### src/verilog/pksf_pkg.sv
// constants for the public key unit status and flag logic
// assumes a 32-bit register port with word-aligned byte offsets
package pksf_pkg;

  // register byte offsets
  localparam logic [3:0] PKSF_OFF_CONTROL = 4'h0;
  localparam logic [3:0] PKSF_OFF_STATUS = 4'h4;
  localparam logic [3:0] PKSF_OFF_MASK = 4'h8;
  localparam logic [3:0] PKSF_OFF_EXP_FEED = 4'hc;

  // status bits on the data bus, bit 0 of the register is the msb
  localparam int PKSF_ST_EXP_READY = 4;
  localparam int PKSF_ST_IRQ = 3;
  localparam int PKSF_ST_OOB = 2;
  localparam int PKSF_ST_GEN_ERR = 1;
  localparam int PKSF_ST_DONE = 0;
  localparam logic [4:0] PKSF_IRQ_SOURCES = 5'h17;

  // control bits on the data bus, same msb-first numbering
  localparam int PKSF_CT_SOFT_RESET = 5;
  localparam int PKSF_CT_IRQ_ENABLE = 4;
  localparam int PKSF_CT_GO = 3;

  // reset values
  localparam logic [15:0] PKSF_CONTROL_RST = 16'h0000;
  localparam logic [4:0] PKSF_STATUS_RST = 5'h00;
  localparam logic [4:0] PKSF_MASK_RST = 5'h00;
  localparam logic [31:0] PKSF_FEED_RST = 32'h0000_0000;

  // length of the clear-all boot routine, one cycle per ram word
  localparam int PKSF_CLEAR_WORDS = 256;
  localparam logic [8:0] PKSF_BOOT_LAST = 9'(PKSF_CLEAR_WORDS - 1);

  typedef enum logic [1:0] {
    PKSF_BOOT = 2'b00,
    PKSF_IDLE = 2'b01,
    PKSF_RUN = 2'b10
  } pksf_state_t;

endpackage : pksf_pkg

### src/verilog/pksf_status.sv
// status register, flag and interrupt logic of the public key unit
// assumes the sequencer reports jumps to location 0, errors and word
// consumption as one-cycle pulses synchronous to CLK
//
// How it works
// - an error during operation sets its status flag to one
// - after go, the first jump to location 0 sets done, then interrupt
// - status ignores written data; any status write clears all flags
// - exponent-ready rises in run when the datapath takes its working word, leaving room for the next 32-bit word
// - a feed write clears exponent-ready and its interrupt cause
// - interrupt drops about two cycles after the feed write
// - feed is double-buffered; host refills within eight multiplies
// - interrupt status bit drives the pin, set even with enable clear
// - access to an unknown address sets out-of-bounds; read data zero
// - any error without its own flag sets the general-error flag
// - done is set on every branch to location 0 outside boot
// - after reset the unit clears ram while busy, then sets done
// - status bits: exp-ready 11, irq 12, oob 13, error 14, done 15
// - with global enable clear the interrupt pin stays at 0
// - a masked flag raises no interrupt; unmasked ones do when enabled
// - soft reset restores registers, halts, clears irq, reruns clear-all
//
// The implementer's own choices: the plain strobed port and the address map.
`timescale 1ns/1ps

module pksf_status
  import pksf_pkg::*;
(
  input wire logic CLK,
  input wire logic SYS_RST,
  input wire logic [3:0] ADDR,
  input wire logic [31:0] WDATA,
  input wire logic WR,
  input wire logic RD,
  input wire logic JUMP_ZERO,
  input wire logic UNIT_ERR,
  input wire logic GEN_ERR,
  input wire logic FEED_TAKE,
  output logic [31:0] RDATA,
  output logic IRQ,
  output logic BUSY,
  output logic RUNNING,
  output logic CLEAR_RAM,
  output logic [15:0] UNIT_CONTROL,
  output logic [31:0] FEED_WORD,
  output logic FEED_VALID
);

  // register state
  pksf_state_t state;
  pksf_state_t next_state;
  logic [8:0] boot_cnt;
  logic [8:0] next_boot_cnt;
  logic [15:0] control;
  logic [15:0] next_control;
  logic [4:0] status;
  logic [4:0] next_status;
  logic [4:0] mask;
  logic [4:0] next_mask;
  logic [31:0] feed_hold;
  logic [31:0] next_feed_hold;
  logic hold_full;
  logic next_hold_full;
  logic [31:0] feed_work;
  logic [31:0] next_feed_work;
  logic work_full;
  logic next_work_full;
  logic irq_pin;
  logic next_irq_pin;
  logic [31:0] rdata;
  logic [31:0] next_rdata;
  logic soft_rst;
  logic next_soft_rst;
  logic busy;
  logic next_busy;
  logic clear_ram;
  logic next_clear_ram;

  // decoded accesses
  logic hit_control;
  logic hit_status;
  logic hit_mask;
  logic hit_feed;
  logic mapped;
  logic oob_event;
  logic err_event;
  logic gen_event;
  logic done_event;
  logic ready_event;
  logic feed_wr;
  logic irq_cause;

  // address decode, shared by the processes below
  always_comb begin
    hit_control = (ADDR == PKSF_OFF_CONTROL);
    hit_status = (ADDR == PKSF_OFF_STATUS);
    hit_mask = (ADDR == PKSF_OFF_MASK);
    hit_feed = (ADDR == PKSF_OFF_EXP_FEED);
    mapped = hit_control | hit_status | hit_mask | hit_feed;
    oob_event = (WR | RD) & ~mapped;
    feed_wr = WR & hit_feed;
  end

  // event sources feeding the sticky flags
  always_comb begin
    // a dedicated error reported by the sequencer
    err_event = UNIT_ERR;
    // errors nobody else flags: feed overrun and go during boot
    gen_event = GEN_ERR
      | (feed_wr & hold_full & work_full & ~FEED_TAKE)
      | (WR & hit_control & WDATA[PKSF_CT_GO] & (state == PKSF_BOOT));
    // every branch to location 0 outside boot, plus the end of the boot routine
    done_event = JUMP_ZERO & (state != PKSF_BOOT);
    if ((state == PKSF_BOOT) && (boot_cnt == PKSF_BOOT_LAST)) begin
      done_event = 1'b1;
    end
    // the datapath taking its working word in run leaves room for the next one
    ready_event = (state == PKSF_RUN) & FEED_TAKE & work_full
      & ~(hold_full & feed_wr);
  end

  // sequencing: boot, idle and run
  always_comb begin
    next_state = state;
    next_boot_cnt = boot_cnt;
    case (state)
      PKSF_BOOT: begin
        next_boot_cnt = boot_cnt + 9'h001;
        if (boot_cnt == PKSF_BOOT_LAST) begin
          next_state = PKSF_IDLE;
          next_boot_cnt = 9'h000;
        end
      end
      PKSF_IDLE: begin
        if (WR && hit_control && WDATA[PKSF_CT_GO]) begin
          next_state = PKSF_RUN;
        end
      end
      PKSF_RUN: begin
        if (JUMP_ZERO) begin
          next_state = PKSF_IDLE;
        end
      end
      default: begin
        next_state = PKSF_BOOT;
        next_boot_cnt = 9'h000;
      end
    endcase
    // state decodes registered so the pins come straight from flops
    next_busy = (next_state != PKSF_IDLE);
    next_clear_ram = (next_state == PKSF_BOOT);
  end

  // control and mask registers
  always_comb begin
    next_control = control;
    next_mask = mask;
    next_soft_rst = 1'b0;
    if (WR && hit_control) begin
      next_control = WDATA[15:0];
      next_soft_rst = WDATA[PKSF_CT_SOFT_RESET];
      next_control[PKSF_CT_SOFT_RESET] = 1'b0;
      // go is taken only in idle, so a go during boot cannot stick
      if (state != PKSF_IDLE) begin
        next_control[PKSF_CT_GO] = control[PKSF_CT_GO];
      end
    end
    // go reads back as running, cleared by the stop at location 0
    if (JUMP_ZERO && (state == PKSF_RUN)) begin
      next_control[PKSF_CT_GO] = 1'b0;
    end
    if (WR && hit_mask) begin
      next_mask = WDATA[4:0];
    end
  end

  // sticky status flags: a set in the same cycle as a clear wins
  always_comb begin
    next_status = status;
    if (WR && hit_status) begin
      next_status = PKSF_STATUS_RST;
    end
    // go restarts the completion report
    if (WR && hit_control && WDATA[PKSF_CT_GO] && (state == PKSF_IDLE)) begin
      next_status[PKSF_ST_DONE] = 1'b0;
    end
    if (feed_wr) begin
      next_status[PKSF_ST_EXP_READY] = 1'b0;
    end
    if (ready_event) begin
      next_status[PKSF_ST_EXP_READY] = 1'b1;
    end
    if (oob_event) begin
      next_status[PKSF_ST_OOB] = 1'b1;
    end
    if (err_event) begin
      next_status[PKSF_ST_GEN_ERR] = 1'b1;
    end
    if (gen_event) begin
      next_status[PKSF_ST_GEN_ERR] = 1'b1;
    end
    if (done_event) begin
      next_status[PKSF_ST_DONE] = 1'b1;
    end
    // the irq bit follows the unmasked causes, whatever the enable says
    next_status[PKSF_ST_IRQ] = irq_cause;
  end

  // interrupt: the cause is taken from registered flags, the pin one
  // edge later, so a feed write shows at the pin two edges after it
  always_comb begin
    irq_cause = |(status & ~mask & PKSF_IRQ_SOURCES);
    next_irq_pin = status[PKSF_ST_IRQ] & control[PKSF_CT_IRQ_ENABLE];
  end

  // double-buffered exponent feed
  always_comb begin
    next_feed_hold = feed_hold;
    next_hold_full = hold_full;
    next_feed_work = feed_work;
    next_work_full = work_full;
    // the datapath drops its working word when it takes it
    if (FEED_TAKE && work_full) begin
      next_work_full = 1'b0;
    end
    // the held word moves on as soon as the working side is free
    if (hold_full && (!work_full || FEED_TAKE)) begin
      next_feed_work = feed_hold;
      next_work_full = 1'b1;
      next_hold_full = 1'b0;
    end
    // a host word lands in the free half; overrun is dropped
    if (feed_wr) begin
      if (!next_hold_full && next_work_full) begin
        next_feed_hold = WDATA;
        next_hold_full = 1'b1;
      end else if (!next_work_full) begin
        next_feed_work = WDATA;
        next_work_full = 1'b1;
      end
    end
  end

  // read data, valid only in the cycle after the strobe
  always_comb begin
    next_rdata = 32'h0000_0000;
    if (RD) begin
      if (hit_control) begin
        next_rdata = {16'h0000, control};
      end else if (hit_status) begin
        next_rdata = {27'h000_0000, status};
      end else if (hit_mask) begin
        next_rdata = {27'h000_0000, mask};
      end
    end
  end

  // all state registers; soft reset acts like the system reset
  always_ff @(posedge CLK) begin
    if (SYS_RST || soft_rst) begin
      state <= PKSF_BOOT;
      boot_cnt <= 9'h000;
      control <= PKSF_CONTROL_RST;
      status <= PKSF_STATUS_RST;
      mask <= PKSF_MASK_RST;
      feed_hold <= PKSF_FEED_RST;
      hold_full <= 1'b0;
      feed_work <= PKSF_FEED_RST;
      work_full <= 1'b0;
      irq_pin <= 1'b0;
      rdata <= 32'h0000_0000;
      soft_rst <= 1'b0;
      busy <= 1'b1;
      clear_ram <= 1'b1;
    end else begin
      state <= next_state;
      boot_cnt <= next_boot_cnt;
      control <= next_control;
      status <= next_status;
      mask <= next_mask;
      feed_hold <= next_feed_hold;
      hold_full <= next_hold_full;
      feed_work <= next_feed_work;
      work_full <= next_work_full;
      irq_pin <= next_irq_pin;
      rdata <= next_rdata;
      soft_rst <= next_soft_rst;
      busy <= next_busy;
      clear_ram <= next_clear_ram;
    end
  end

  // outputs, each straight from a flip-flop
  always_comb begin
    RDATA = rdata;
    IRQ = irq_pin;
    BUSY = busy;
    RUNNING = control[PKSF_CT_GO];
    CLEAR_RAM = clear_ram;
    UNIT_CONTROL = control;
    FEED_WORD = feed_work;
    FEED_VALID = work_full;
  end

endmodule : pksf_status

### config.mk
export PLATFORM = sky130hd
export DESIGN_NAME = pksf_status
export DESIGN_NICKNAME = d
export VERILOG_FILES = /design/src/verilog/pksf_pkg.sv /design/src/verilog/pksf_status.sv
export SDC_FILE = /design/constraint.sdc
export NUM_CORES = 1
export LEC_CHECK = 0
export ABC_AREA = 1
export BUFFER_PORTS_ARGS = -buffer_cell sky130_fd_sc_hd__buf_4
export CORE_MARGIN = 8
export CORE_UTILIZATION = 45
export DETAILED_ROUTE_END_ITERATION = 6
export PLACE_DENSITY = 0.72
export SLEW_MARGIN = 10
export SYNTH_ARGS = -nofsm -noshare
export SYNTH_HDL_FRONTEND = slang
export SYNTH_SLANG_ARGS = --single-unit
### constraint.sdc
create_clock -name CLK -period 3 [get_ports CLK]
set_input_delay 0.6 -clock CLK [delete_from_list [all_inputs] [get_ports CLK]]
set_output_delay 0.6 -clock CLK [all_outputs]
set_load 0.1 [all_outputs]
==> flow_summary.yaml <==
clock_tree:
  clk_latency_ns: 0.41
  cts_made_buffers: 17
  tritoncts: "built"
  post_cts_hold_buffer_count: 0
  post_cts.repair.setup_buffers: 0
  clk_pin_slew_worst_paths_ns: 0.06
  clock_sink_count: 121
  ctsResizeCount: 0
  clock-root-buffer: "clkbuf_16"
  total_number_of_h_tree_levels: 4
  cts.path.max_buffers: 2
drt:
  drt-pass1-iter-count: 6
  detail_route.drc_violations: 0
  avgRoutedWirePerCell_um: 14.6
  detail_route.wirelength_um: 13100
  vias: 4505
  drt_iter0_markers: 328
  antenna_left: 0
  vias_per_cell: 5.02
worst_setup_path:
  timing.critical_path.max_delay_family: "buffers and inverters"
  critical_path_at_ns: 2.34
  timing.critical_path.cells: "inv_1 > nor2_1 > inv_1 > ha_2 > nor2_4 > buf_4 > o21ai_0 > a21oi_1"
  number_of_buffer_and_inverter_stages_on_the_critical_path: 3
  setup.worst_path.start_class: "flip-flop"
  crit_path_max_fanout: 63
  crit_required_ns: 3.32
  cp_slowest_stage_delay_ns: 0.47
  worst_path_max_delay_cell: "buf_4"
  cp-end-kind: "flip-flop"
  cpMostUsedCell: "inv_1"
  crit_type: "reg -> reg"
status:
  outcome: "complete, no violations"
yosys:
  synthDominantAreaCellType: "dfxtp_1"
  synth.cell_area_mm2: 0.00519
  netlist_top_cells_area: "dfxtp_1 47%, nand2_1 7.0%, a21oi_1 6.8%, mux2i_1 6.0%, inv_1 5.9%"
  synth.top_cell.area_share_pct: 46.7
  ys_warn_count: 0
  syn-instance-count: 636
  syn-mean-instance-area_um2: 8.16
  fraction_of_the_yosys_area_taken_by_sequential_cells_pct: 46.7
  synth_cell_type_count: 29
  synth.ff_latch_count: 121
placement:
  count_of_input_and_output_buffers: 110
  gp_congestion: 0.803
  dp.final_hpwl_um: 9130
  dpl_cell_area_mm2: 0.00602
  dpl.cell_count: 866
  dp_slack_ns: 0.702
floorplanning:
  die_w_um: 123
  rows: 39
  die_h_um: 123
  coreArea_mm2: 0.0113
  initial_core_util_pct: 45.8
  boundary_pins: 129
  design.die.area_mm2: 0.0152
power_and_ir_drop:
  power_mw: 3.98
  intPower_mw: 2.91
  max-vdd-ir-drop_mv: 0.302
  power.density_cell_area_mw_per_mm2: 605
  power.sequential.fraction_pct: 41.3
  power.net_switching_mw: 1.07
  power.clock.fraction_pct: 48.6
  combinationalPowerShare_pct: 10.1
  switching_share_pct: 26.9
  p_leak_nw: 3.02
final_layout:
  regArea_mm2: 0.00242
  final_cell_area_mm2: 0.00659
  finalNonFillerCells: 898
  layout-drive-gt1-share_pct: 24.9
  multi_input_area_mm2: 0.00221
  filler_cells: 1020
  finish.net_count: 795
  postLayoutCoreUtil_pct: 58.2
  syn2layout_area_growth_pct: 27.0
  antennaDiodeCount: 0
grt:
  grt_first_pass_wirelength_um: 21100
  globalRouteOverflowTotal: 0
  grtUsageTotal_pct: 17.1
  grt_max_degree: 64
  grt_antenna_before_repair: 0
  number_of_global_route_vias_before_repair: 4522
sta:
  final_max_slew_viol_count: 0
  fin_ws_ns: 0.979
  finalHoldWorstSlack_ns: 0.442
  grt_setup_unrepaired: "false"
  finalHoldViolCount: 0
  timing.max_slew.rel_slack_pct: 62.5
  max_fclk_ghz: 0.495
  clock-skew-final_ns: 0.00945
  setup_tns_ns: 0
  period_share_pct: 67.4
  worstMarginPinSlew_ns: 0.562
  report.final.setup_viol: 0
  layout_min_cycle_time_ns: 2.02
run:
  maxCapViolCount: 0
worst_hold_path:
  class_of_the_tightest_hold_or_removal_check: "reg -> reg"
[final cells by class]
cell class                      count  share of cell area, %
Inverter                           83                   4.73
Clock buffer                       20                   6.93
Timing Repair Buffer              119                   13.6
Multi-Input combinational cell    400                   33.6
Tap cell                          143                   2.72
Clock inverter                     12                   1.75
Sequential cell                   121                   36.8
[placed cells by master, fill, tap and decap left out, types with 7 or more instances in the layout]
cell type	synthesis	layout
dfxtp_1	121	121
buf_4	19	119
nand2_1	97	97
inv_1	82	82
a21oi_1	70	70
o21ai_0	56	56
nor2_1	40	39
mux2i_1	31	31
a21oi_2	28	28
conb_1	1	18
clkbuf_16	0	17
nand3_1	16	16
nor3_1	11	11
ha_1	9	8
o22ai_1	7	7
[synth_stat cells]
library cell,instances
dfxtp_1,121
nand2_1,97
inv_1,82
a21oi_1,70
o21ai_0,56
nor2_1,40
mux2i_1,31
a21oi_2,28
buf_4,19
nand3_1,16
buf_2,13
nor3_1,11
clkbuf_1,10
ha_1,9
o22ai_1,7
buf_6,6
nand4_1,6
nor2_2,2
nor2_4,2
a221oi_1,1
clkbuf_2,1
conb_1,1
inv_2,1
mux2_2,1
nand2_2,1
nand3b_1,1
nand4_4,1
nor4_1,1
o211ai_1,1
[kinds of logic after synthesis]
group	count (synthesis)	share of synthesized area [%]
other	1	0.0723
adder cells (fa/ha/maj)	9	2.17
buffers and inverters	132	12.1
AND/OR/NAND/NOR	178	14.7
flip-flops	121	46.7
AO/OA/AOI/OAI	163	18.0
multiplexers	32	6.20
[registers in the layout (all words and copies together) (netlist names), 2 cells and up]
name          flops
FEED_WORD        32
feed_hold        32
RDATA            15
UNIT_CONTROL     15
boot_cnt          9
mask              5
status            5
state             2
[power groups by stage]
stage          Combinational (mW)  Sequential (mW)  Clock, mW
6_report                    0.402             1.65       1.94
5_1_grt                     0.424             1.65       2.04
4_1_cts                     0.401             1.65       1.95
3_5_place_dp                0.399             1.68          0
3_3_place_gp                0.394             1.68          0
2_1_floorplan               0.219             1.78          0
[routing by layer]
metal | vias up | part of all wire (%) | track usage (%)
li1 | 2243 | - | -
met1 | 2109 | 43 | 20.6
met2 | 137 | 48 | 28.8
met3 | 16 | 7.6 | 4.84
met4 | 0 | 1.2 | 5.64
met5 | - | 0 | 0
[final timing paths]
path | start | end | slack, ns | cells after the start
max | FEED_VALID | feed_hold[4] | 0.98 | 8
min | UNIT_CONTROL[7] | RDATA[7] | 0.44 | 2
min reg2reg | UNIT_CONTROL[7] | RDATA[7] | 0.44 | 2
max reg2reg | FEED_VALID | feed_hold[4] | 0.98 | 8
[worst reg2reg max path, stage by stage, from the launching register on]
cell     delay [ns]
dfxtp_1        0.35
inv_1          0.05
nor2_1         0.13
inv_1          0.11
ha_2           0.32
nor2_4         0.11
buf_4          0.47
o21ai_0        0.23
a21oi_1        0.18
(Power assumes the default switching activity.)
